### src/logic/gsr_map.svh
`ifndef GSR_MAP_SVH
`define GSR_MAP_SVH

// Register offsets on the management port
`define GSR_OFS_PIN_STATUS    8'h25
`define GSR_OFS_BATTERY       8'h26
`define GSR_OFS_AIN_EIGHT     8'h27
`define GSR_OFS_REMOTE_ONE    8'h28
`define GSR_OFS_REMOTE_TWO    8'h29
`define GSR_OFS_STANDBY_RAIL  8'h2A
`define GSR_OFS_MAIN_RAIL     8'h2B
`define GSR_OFS_PLUS_FIVE     8'h2C
`define GSR_OFS_CORE_VOLTAGE  8'h2D
`define GSR_OFS_PLUS_TWELVE   8'h2E
`define GSR_OFS_MINUS_TWELVE  8'h2F
`define GSR_OFS_AIN_ZERO      8'h30

// Span of the reading registers
`define GSR_OFS_FIRST_READING 8'h26
`define GSR_OFS_LAST_READING  8'h30
`define GSR_NUM_READINGS      11

// Reset values and the read value of unmapped offsets
`define GSR_RST_PIN_STATUS    8'h00
`define GSR_RST_READING       8'h00
`define GSR_UNMAPPED_DATA     8'h00

// Polarity bit positions inside a pin configuration register
`define GSR_POL_BIT_A         1
`define GSR_POL_BIT_B         3
`define GSR_POL_BIT_C         5
`define GSR_POL_BIT_D         7

`endif

### src/logic/gsr_pkg.sv
package gsr_pkg;

    // One register byte
    typedef logic [7:0] gsr_byte_t;

    // Conversion channel codes from the measurement engine
    typedef enum logic [3:0] {
        gsr_ch_battery      = 4'h0,
        gsr_ch_ain_eight    = 4'h1,
        gsr_ch_remote_one   = 4'h2,
        gsr_ch_remote_two   = 4'h3,
        gsr_ch_ain_nine     = 4'h4,
        gsr_ch_standby_rail = 4'h5,
        gsr_ch_main_rail    = 4'h6,
        gsr_ch_plus_five    = 4'h7,
        gsr_ch_core_voltage = 4'h8,
        gsr_ch_plus_twelve  = 4'h9,
        gsr_ch_minus_twelve = 4'hA,
        gsr_ch_ain_zero     = 4'hB
    } gsr_chan_t;

endpackage

### src/logic/gsr_pin_if.sv
`timescale 1ns/10ps

// Link between the register front end and the pin bank
interface gsr_pin_if;
    gsr_pkg::gsr_byte_t wr_data;  // Host write data
    logic               wr_en;    // Write to the pin status register
    gsr_pkg::gsr_byte_t dir_out;  // Per pin, 1 = output
    gsr_pkg::gsr_byte_t act_high; // Per pin, 1 = asserted when high
    gsr_pkg::gsr_byte_t status;   // Pin status bits

    modport regs (output wr_data, wr_en, dir_out, act_high,
                  input  status);
    modport bank (input  wr_data, wr_en, dir_out, act_high,
                  output status);
endinterface

### src/logic/gsr_pin_bank.sv
`timescale 1ns/10ps

`include "gsr_map.svh"

// Status bits and pad drive for the upper eight general pins
module gsr_pin_bank (
    input  wire logic       clk,
    input  wire logic       resetn,
    gsr_pin_if.bank         pif,
    input  wire logic [7:0] pin_in,
    output logic      [7:0] pin_out,
    output logic      [7:0] pin_oe
);

    logic [7:0] meta_r;      // First synchroniser stage
    logic [7:0] sync_r;      // Second synchroniser stage
    logic [7:0] asserted;    // Pin at its asserted level
    logic [7:0] status_r;    // Status bits
    logic [7:0] status_nxt;  // Next status bits
    logic [7:0] pin_out_r;   // Registered pad level
    logic [7:0] pin_oe_r;    // Registered pad enable

    // Pads are asynchronous, two stages before any use; no reset here
    // so the stages hold the real pad level when reset lifts, and an
    // idle active-low input never reads as asserted for a cycle
    always_ff @(posedge clk) begin
        meta_r <= pin_in;
        sync_r <= meta_r;
    end

    // Level match against the selected polarity
    assign asserted = ~(sync_r ^ pif.act_high);

    // Inputs mirror the pad; outputs keep what the host wrote
    always_comb begin
        for (int i = 0; i < 8; i++) begin
            if (!pif.dir_out[i]) begin
                status_nxt[i] = asserted[i];
            end else if (pif.wr_en) begin
                status_nxt[i] = pif.wr_data[i];
            end else begin
                status_nxt[i] = status_r[i];
            end
        end
    end

    // Status register, cleared at reset
    always_ff @(posedge clk) begin
        if (!resetn) begin
            status_r <= `GSR_RST_PIN_STATUS;
        end else begin
            status_r <= status_nxt;
        end
    end

    // Pad drive: asserted level when the bit is set
    always_ff @(posedge clk) begin
        if (!resetn) begin
            pin_out_r <= 8'h00;
            pin_oe_r  <= 8'h00;
        end else begin
            pin_out_r <= ~(status_r ^ pif.act_high);
            pin_oe_r  <= pif.dir_out;
        end
    end

    assign pif.status = status_r;
    assign pin_out    = pin_out_r;
    assign pin_oe     = pin_oe_r;

endmodule

### src/logic/gsr_reading_regs.sv
`timescale 1ns/10ps

`include "gsr_map.svh"

// Pin status and measured reading register bank
module gsr_reading_regs (
    input  wire logic       clk,
    input  wire logic       resetn,
    input  wire logic [7:0] reg_addr,
    input  wire logic       reg_wr_en,
    input  wire logic [7:0] reg_wr_data,
    input  wire logic       reg_rd_en,
    output logic      [7:0] reg_rd_data,
    output logic            reg_rd_valid,
    input  wire logic [7:0] pin_dir_out,
    input  wire logic [7:0] pin_cfg_three,
    input  wire logic [7:0] pin_cfg_four,
    input  wire logic       remote_two_mode,
    input  wire logic       conv_valid,
    input  wire logic [3:0] conv_chan,
    input  wire logic [7:0] conv_data,
    input  wire logic [7:0] general_io_pin_in,
    output logic      [7:0] general_io_pin_out,
    output logic      [7:0] general_io_pin_oe
);

    localparam int NUM_RD = `GSR_NUM_READINGS; // Reading slots

    gsr_pin_if pif ();              // Link to the pin bank

    gsr_pkg::gsr_chan_t chan;       // Typed channel code
    gsr_pkg::gsr_byte_t rd_r [0:NUM_RD-1]; // Reading storage
    logic [3:0]         conv_slot;  // Slot the result lands in
    logic               conv_live;  // Result is accepted
    logic               hit_status; // Access to the status reg
    gsr_pkg::gsr_byte_t rd_data_r;  // Registered read data
    logic               rd_valid_r; // Read answer strobe
    gsr_pkg::gsr_byte_t rd_mux;     // Read selection
    logic               rd_all_zero; // Every reading slot cleared

    // Polarity bits of one config register, lowest pin first
    function automatic logic [3:0] pol_nibble(input logic [7:0] cfg);
        pol_nibble = {cfg[`GSR_POL_BIT_D], cfg[`GSR_POL_BIT_C],
                      cfg[`GSR_POL_BIT_B], cfg[`GSR_POL_BIT_A]};
    endfunction

    // Register offset for a conversion channel
    function automatic logic [7:0] chan_offset(
        input gsr_pkg::gsr_chan_t ch
    );
        case (ch)
            gsr_pkg::gsr_ch_battery:
                chan_offset = `GSR_OFS_BATTERY;
            gsr_pkg::gsr_ch_ain_eight:
                chan_offset = `GSR_OFS_AIN_EIGHT;
            gsr_pkg::gsr_ch_remote_one:
                chan_offset = `GSR_OFS_REMOTE_ONE;
            gsr_pkg::gsr_ch_remote_two:
                chan_offset = `GSR_OFS_REMOTE_TWO;
            gsr_pkg::gsr_ch_ain_nine:
                chan_offset = `GSR_OFS_REMOTE_TWO;
            gsr_pkg::gsr_ch_standby_rail:
                chan_offset = `GSR_OFS_STANDBY_RAIL;
            gsr_pkg::gsr_ch_main_rail:
                chan_offset = `GSR_OFS_MAIN_RAIL;
            gsr_pkg::gsr_ch_plus_five:
                chan_offset = `GSR_OFS_PLUS_FIVE;
            gsr_pkg::gsr_ch_core_voltage:
                chan_offset = `GSR_OFS_CORE_VOLTAGE;
            gsr_pkg::gsr_ch_plus_twelve:
                chan_offset = `GSR_OFS_PLUS_TWELVE;
            gsr_pkg::gsr_ch_minus_twelve:
                chan_offset = `GSR_OFS_MINUS_TWELVE;
            gsr_pkg::gsr_ch_ain_zero:
                chan_offset = `GSR_OFS_AIN_ZERO;
            default:
                chan_offset = `GSR_OFS_BATTERY;
        endcase
    endfunction

    // Storage slot for a reading offset
    function automatic logic [3:0] slot_of(input logic [7:0] ofs);
        logic [7:0] diff;
        diff = ofs - `GSR_OFS_FIRST_READING;
        slot_of = diff[3:0];
    endfunction

    // Offset falls inside the reading window
    function automatic logic is_reading(input logic [7:0] ofs);
        is_reading = (ofs >= `GSR_OFS_FIRST_READING) &&
                     (ofs <= `GSR_OFS_LAST_READING);
    endfunction

    // Channel codes above the last one are dropped
    assign chan = gsr_pkg::gsr_chan_t'(conv_chan);

    // Shared slot 3 (offset 29h) follows the configured channel function
    always_comb begin
        case (chan)
            gsr_pkg::gsr_ch_remote_two:
                conv_live = conv_valid && remote_two_mode;
            gsr_pkg::gsr_ch_ain_nine:
                conv_live = conv_valid && !remote_two_mode;
            default:
                conv_live = conv_valid &&
                            (conv_chan <= 4'hB);
        endcase
    end

    assign conv_slot = slot_of(chan_offset(chan));

    // Config feeds to the pin bank
    assign pif.dir_out  = pin_dir_out;
    assign pif.act_high = {pol_nibble(pin_cfg_four),
                           pol_nibble(pin_cfg_three)};

    // Host write to the status register
    assign hit_status  = (reg_addr == `GSR_OFS_PIN_STATUS);
    assign pif.wr_en   = reg_wr_en && hit_status;
    assign pif.wr_data = reg_wr_data;

    // Pin bank holds status bits and drives the pads
    gsr_pin_bank gsr_pin_bank_i (
        .clk     (clk),
        .resetn  (resetn),
        .pif     (pif.bank),
        .pin_in  (general_io_pin_in),
        .pin_out (general_io_pin_out),
        .pin_oe  (general_io_pin_oe)
    );

    // Reading store; the host has no write path here at all
    always_ff @(posedge clk) begin
        if (!resetn) begin
            for (int i = 0; i < NUM_RD; i++) begin
                rd_r[i] <= `GSR_RST_READING;
            end
        end else if (conv_live) begin
            rd_r[conv_slot] <= conv_data;
        end
    end

    // Read selection; unmapped offsets answer zero
    always_comb begin
        if (hit_status) begin
            rd_mux = pif.status;
        end else if (is_reading(reg_addr)) begin
            rd_mux = rd_r[slot_of(reg_addr)];
        end else begin
            rd_mux = `GSR_UNMAPPED_DATA;
        end
    end

    // Read data is captured one edge after the request
    always_ff @(posedge clk) begin
        if (!resetn) begin
            rd_data_r <= 8'h00;
        end else if (reg_rd_en) begin
            rd_data_r <= rd_mux;
        end
    end

    // One-cycle answer strobe
    always_ff @(posedge clk) begin
        if (!resetn) begin
            rd_valid_r <= 1'b0;
        end else begin
            rd_valid_r <= reg_rd_en;
        end
    end

    assign reg_rd_data  = rd_data_r;
    assign reg_rd_valid = rd_valid_r;

    // All reading slots at their reset value, for the reset check
    always_comb begin
        rd_all_zero = 1'b1;
        for (int i = 0; i < NUM_RD; i++) begin
            if (rd_r[i] != `GSR_RST_READING) begin
                rd_all_zero = 1'b0;
            end
        end
    end
endmodule

### config.mk
export PLATFORM = sky130hd
export DESIGN_NAME = gsr_reading_regs
export DESIGN_NICKNAME = d
export VERILOG_FILES = /design/src/logic/gsr_pkg.sv /design/src/logic/gsr_pin_if.sv /design/src/logic/gsr_pin_bank.sv /design/src/logic/gsr_reading_regs.sv
export VERILOG_INCLUDE_DIRS = /design/src /design/src/logic
export SDC_FILE = /design/constraint.sdc
export NUM_CORES = 1
export LEC_CHECK = 0
export ABC_AREA = 0
export BUFFER_PORTS_ARGS = -buffer_cell sky130_fd_sc_hd__buf_2
export CAP_MARGIN = 20
export CORE_MARGIN = 1.5
export CORE_UTILIZATION = 30
export DETAILED_ROUTE_END_ITERATION = 8
export GPL_TIMING_DRIVEN = 0
export MAX_ROUTING_LAYER = met4
export PLACE_DENSITY_LB_ADDON = 0.3
export SYNTH_ARGS = -nofsm -noshare
export SYNTH_HDL_FRONTEND = slang
export SYNTH_SLANG_ARGS = --single-unit
### constraint.sdc
create_clock -name clk -period 3.05 [get_ports clk]
set_input_delay 0.1525 -clock clk [delete_from_list [all_inputs] [get_ports clk]]
set_output_delay 0.1525 -clock clk [all_outputs]
set_load 0.02 [all_outputs]
==> results.cfg, run 1 <==
[worst_setup_path]
worstPathArrival_ns = 3.11
cp-endpoint = rd_r[15][0]$_DFFE_PP_
cp-start-kind = primary input
endpoint_kind = flip-flop
reg2reg_depth = 4
cp-startpoint = conv_chan[1]
worstPathRequired_ns = 3.11
rrSetupSlack_ns = 1.09
worstReg2RegStart = rd_r[3][4]$_SDFFCE_PN0P_
crit-reg2reg-capture = reg_rd_data[4]$_SDFFE_PN0P_
worstPathMaxFanout = 8
crit_type = in -> reg

[floorplan]
start_util = 0.306
ios = 91
row_count = 58
die_x_um = 164
dieArea_mm2 = 0.0268
die_h_um = 164
core-area_mm2 = 0.0253

[clock_network]
clock_tree.buffer_depth = 2
htreeDepth = 4
cts.sinks = 177
path_clk_slew_ns = 0.07
cts_buffers = 17
cts_tree = yes
insertion_delay_ns = 0.44
clockRootBuffer = clkbuf_16

[sta]
max_slew.worst_pin.slew_ns = 0.878
fin_skew_ns = 0.0164
fin_ws_ns = -0.000375
max_freq_mhz = 328
finalSetupViolCount = 1
finalCritPeriodShare = 1.00
hold_viol = 0
relSlewSlack = 0.412
whs_ns = 0.0249
maxSlewViolCount = 0
rsz0062_at_grt = yes
min_period_ns = 3.05

[synthesis]
syn-num-nets = 625
yosys.area.top_type = edfxtp_1
synthAdderAreaFrac = 0.00970
synthMuxAreaShare = 0.138
synthCells = 553
synth_top_area_frac = 0.466
yosysUniqueCellTypes = 55
synthFlopType = edfxtp_1
synth_top_family_by_area = multiplexers
synthArstFlopShare = 0
postSynthAreaPerCell_um2 = 14.0
yosys_warnings = 0
synth_compound_area_frac = 0.0800
synth_edf_count = 120
synth_seq_area_share = 0.613
syn_area_mm2 = 0.00774
synthSimpleGateAreaFrac = 0.106
ys_top_cells_by_area = edfxtp_1, dfxtp_1, mux4_1, mux4_2, mux2i_1
synth-xor-area-share = 0.0215
ys_ff_latch = 177

[power_and_ir_drop]
powerDensity_mw_per_mm2 = 587
p_sw_mw = 1.44
p_int_mw = 4.10
p_leak_nw = 3.37
power_frac_clock = 0.403
seqPwrFrac = 0.488
ir_drop_v = 0.000578
p_sw_frac = 0.259
power_frac_comb = 0.109

[job]
drv_cap = 0

[global_routing]
grt_pass1_wl_um = 27600
grt_start_max_net_pins = 20
overflow = 0
grt_pass1_vias = 4779
grtUsageTotal = 0.144
antenna_found_initial = 0

[finish]
fin_area_mm2 = 0.00944
drive_gt1_frac = 0.270
antenna_cells = 0
syn_to_final_growth_pct = 22.0
nFillCells = 2440
fin_nets = 748
final_cell_mix = edfxtp_1, buf_2, dfxtp_1, nor2_1, nand2_1
final_common_cell = edfxtp_1

[drt]
dr.pass1.iters = 4
viasPerCell = 4.68
drt_wl_total_um = 18400
num_vias = 4765
ant_nets = 0
drt_iter0_drc = 334
drc = 0
wl_per_cell_um = 18.0

[placement]
place_hpwl_um = 12600
io_buffers = 80
placed_area_mm2 = 0.00860
place_congestion = 0.764

[outcome]
status = finished with violations
violations = setup timing

[hold_path]
hold_path_class = in -> reg
[per-stage QoR]
step	cells	TNS (ns)	worst slack (ns)	util	power (mW)
after floorplan	553	0	0.00985	-	3.13
after global placement	963	-72.13	-0.998	0.339	3.33
after detailed placement	969	-43.82	-0.484	0.341	3.34
after CTS	1017	0	0.0130	0.372	5.57
after global routing	1019	-1.68	-0.136	0.374	5.72
final	1019	-0.000375	-0.000375	0.374	5.54
[state kept, by name, indices dropped and copies added, names as in the netlist]
register / cells
gsr_pin_bank_i.meta_r: 8
gsr_pin_bank_i.pif.status: 8
gsr_pin_bank_i.pin_oe: 8
gsr_pin_bank_i.pin_out: 8
gsr_pin_bank_i.sync_r: 8
rd_r: 128
reg_rd_data: 8
reg_rd_valid: 1
[power by group through the flow]
stage               registers [mW]  logic, mW  clock network [mW]
floorplan                     2.78      0.351                   0
global placement              2.76      0.575                   0
detailed placement            2.76      0.581                   0
CTS                           2.70      0.603                2.26
global route                  2.72      0.656                2.35
finish                        2.70      0.606                2.23
[cells in the mapped netlist (all sizes together) (8+ instances only)]
library cell	number
a21o	9
a21oi	20
a221oi	8
and2	19
buf	16
clkbuf	18
dfxtp	57
edfxtp	120
inv	16
mux2	8
mux2i	19
mux4	32
nand2	47
nor2	45
nor3	35
o21ai	22
xnor2	18
[cell type report]
type	instances	area, um^2	share of cell area
sequential	177	4740	0.503
multi-input combinational	326	2800	0.297
timing repair buffer	104	618	0.0655
clock buffer	17	425	0.0451
tap	330	413	0.0437
clock inverter	15	191	0.0203
buffer	34	188	0.0199
inverter	16	60.1	0.00636
[per-layer routing]
layer  up-vias  track usage  share of wire
met4         0       0.0281         0.0070
li1       2335            -              -
met5         -            -              0
met1      2292        0.196           0.49
met3        13       0.0348          0.048
met2       125        0.219           0.45
[kinds of logic (layout without fill, tap and decap cells)]
kind of cell	Yosys count	after routing
AOI/OAI and AO/OA	75	75
muxes	59	59
DFF	177	177
and+or+nand+nor	167	167
adders and majority gates	6	6
xor gates and xnor gates	19	19
buffers and inverters	50	186
[how the worst min path moves through the flow]
| stage | startpoint | to | slack, ns | depth (start not counted) |
|---|---|---|---|---|
| 3_3_place_gp | general_io_pin_in[0] | gsr_pin_bank_i.meta_r[0]$_DFF_P_ | 0.26 | 1 |
| 3_5_place_dp | general_io_pin_in[2] | gsr_pin_bank_i.meta_r[2]$_DFF_P_ | 0.26 | 1 |
| 6_report | reg_wr_data[0] | gsr_pin_bank_i.pif.status[0]$_SDFFE_PN0P_ | 0.02 | 3 |
| 4_1_cts | reg_wr_data[6] | gsr_pin_bank_i.pif.status[6]$_SDFFE_PN0P_ | 0.01 | 3 |
| 2_1_floorplan | general_io_pin_in[0] | gsr_pin_bank_i.meta_r[0]$_DFF_P_ | 0.18 | 0 |
| 5_1_grt | reg_wr_data[6] | gsr_pin_bank_i.pif.status[6]$_SDFFE_PN0P_ | 0.02 | 3 |
[worst max-delay path: stages]
cell	delay [ns]
buf_2	0.15
inv_1	0.06
ha_1	0.37
inv_1	0.15
mux2i_1	0.09
o21a_1	0.17
ha_1	0.26
xnor2_1	0.17
nor4b_1	0.53
o21ai_1	0.25
nor3b_2	0.76
[repair_timing]
| action | 4_1_cts | 5_1_grt |
|---|---|---|
| gates resized for setup | 2 | 15 |
| setup endpoints to repair | 14 | 91 |
| endpoints found under the hold margin | 24 | 0 |
| cloned | 0 | 0 |
| hold buffers | 16 | 0 |
| pin swaps | 0 | 1 |
| setup buffers | 0 | 2 |
No activity file was read; power rests on OpenSTA's default activity.
==> run 2, diff against run 1 <==
--- a/config.mk
+++ b/config.mk
@@ -10,7 +10,7 @@
 export BUFFER_PORTS_ARGS = -buffer_cell sky130_fd_sc_hd__buf_2
 export CAP_MARGIN = 20
 export CORE_MARGIN = 1.5
-export CORE_UTILIZATION = 30
+export CORE_UTILIZATION = 52
 export DETAILED_ROUTE_END_ITERATION = 8
 export GPL_TIMING_DRIVEN = 0
 export MAX_ROUTING_LAYER = met4
==> run 2 against run 1 <==
The run still ends with setup timing left. Sequential share of layout area up 1.3 points. Utilization rose by 26 points. Largest power group unchanged. Critical endpoint is now rd_r[11][5]$_DFFE_PP_. Maximum frequency down 0.95%. Register-to-register slack gained 0.16 ns. Non-clock buffer count is 3 lower. Critical path depth increased by 1. Worst setup slack got worse by 0.029 ns. Die area shrank 42%. Clock power is 5% lower. Wire length fell by 5.2%. Cell count decreased by 15%.
==> results.cfg, run 2 (synthesized netlist as in run 1, its figures left out) <==
[finish]
drive_gt1_frac = 0.259
top_register = rd_r
fin_area_mm2 = 0.00920
antenna_cells = 0
final_util = 0.633
final_cell_mix = edfxtp_1, buf_2, dfxtp_1, nor2_1, nand2_1
final_common_cell = edfxtp_1
syn_to_final_growth_pct = 18.8
fin_nets = 745
largest_register_ff_count = 128

[clock_network]
cts.sinks = 177
path_clk_slew_ns = 0.06
cts_setup_buffers = 0
cts_tree = yes
htreeDepth = 4
clockRootBuffer = clkbuf_16
cts_buffers = 17
clock_tree.buffer_depth = 2
insertion_delay_ns = 0.43

[global_routing]
grt_pass1_wl_um = 27900
antenna_found_initial = 0
overflow = 0
grtUsageTotal = 0.242
grt_start_max_net_pins = 17
grt_pass1_vias = 5220

[drt]
dr.pass1.iters = 5
num_vias = 5005
viasPerCell = 5.75
drt_iter0_drc = 356
wl_per_cell_um = 20.0
ant_nets = 0
drc = 0
drt_wl_total_um = 17400

[hold_path]
hold_depth = 3
hold_start = reg_wr_data[6]
holdPathEnd = gsr_pin_bank_i.pif.status[6]$_SDFFE_PN0P_
hold_path_class = in -> reg

[placement]
place_congestion = 0.854
io_buffers = 80
placed_area_mm2 = 0.00841
place_hpwl_um = 12100

[worst_setup_path]
worstReg2RegStart = rd_r[2][5]$_SDFFCE_PN0P_
endpoint_kind = flip-flop
cp-start-kind = primary input
worstPathRequired_ns = 3.19
worstPathArrival_ns = 3.22
reg2reg_depth = 4
crit_type = in -> reg
crit-reg2reg-capture = reg_rd_data[5]$_SDFFE_PN0P_
worstPathMaxFanout = 8
rrSetupSlack_ns = 1.25

[sta]
fin_ws_ns = -0.0297
finalCritPeriodShare = 1.01
relSlewSlack = 0.429
fin_skew_ns = 0.00811
rsz0062_at_grt = yes
hold_viol = 0
finalSetupViolCount = 5
maxSlewViolCount = 0
min_period_ns = 3.08
max_slew.worst_pin.slew_ns = 0.854
max_freq_mhz = 325

[floorplan]
ios = 91
die_h_um = 125
row_count = 44
die_x_um = 125
dieArea_mm2 = 0.0156
core-area_mm2 = 0.0145
start_util = 0.533

[outcome]
status = finished with violations
violations = setup timing

[power_and_ir_drop]
total_power_mw = 5.43
p_leak_nw = 3.35
powerDensity_mw_per_mm2 = 591
ir_drop_v = 0.000489

[job]
drv_cap = 0
==> run 2: what timing repair did <==
action                     4_1_cts  5_1_grt
hold endpoints to repair        24        0
hold buffers                    16        0
pin swaps                        0        0
setup endpoints to repair        8      102
gates resized for setup          1       16
==> run 2: worst max-delay path: stages <==
cell	delay [ns]
buf_2	0.15
inv_1	0.06
ha_1	0.37
nor2_1	0.16
nand2_1	0.11
o21a_1	0.13
ha_1	0.26
xnor2_1	0.17
nor4b_1	0.54
o21ai_1	0.25
nor3_1	0.58
buf_4	0.28
==> run 2: area by class of cell <==
class / count / area [um^2]
plain buffers: 34 / 186
repair buffers: 101 / 596
well taps: 184 / 230
inverters: 16 / 60.1
clock buffers: 22 / 464
fillers: 1077 / 5340
clock inverters: 10 / 110
flip-flops and latches: 177 / 4740
multi-input cells: 326 / 2810
==> run 2: power breakdown <==
part,switching [mW],internal (mW),leakage [nW]
registers,0.0377,2.67,1.53
clock network,0.879,1.25,0.286
logic,0.350,0.249,1.54
total,1.27,4.17,3.35
==> run 2: metrics by stage <==
stage	instances	hold slack [ns]	worst slack (ns)	setup TNS, ns
CTS	870	0.0131	-0.0113	-0.0681
floorplan	553	0.180	0.00985	0
global placement	817	0.255	-0.831	-52.57
finish	870	0.0247	-0.0297	-0.131
global route	870	0.0226	-0.171	-1.98
detailed placement	822	0.259	-0.516	-43.33
==> run 2: worst max path at each step <==
stage	slack (ns)	end	cells past startpoint	startpoint
after floorplan	0.01	rd_r[9][0]$_DFFE_PP_	11	conv_chan[0]
after global placement	-0.83	rd_r[9][5]$_DFFE_PP_	12	conv_chan[1]
after detailed placement	-0.52	rd_r[9][5]$_DFFE_PP_	12	conv_chan[1]
after CTS	-0.01	rd_r[12][5]$_DFFE_PP_	12	conv_chan[1]
after global routing	-0.17	rd_r[11][5]$_DFFE_PP_	12	conv_chan[1]
final	-0.03	rd_r[11][5]$_DFFE_PP_	12	conv_chan[1]
==> run 2: routing by layer <==
metal | wire [um] | global-route usage
met2 | 8590 | 0.387
met3 | 1270 | 0.0466
met4 | 546 | 0.113
met1 | 7030 | 0.300
met5 | 0 | -
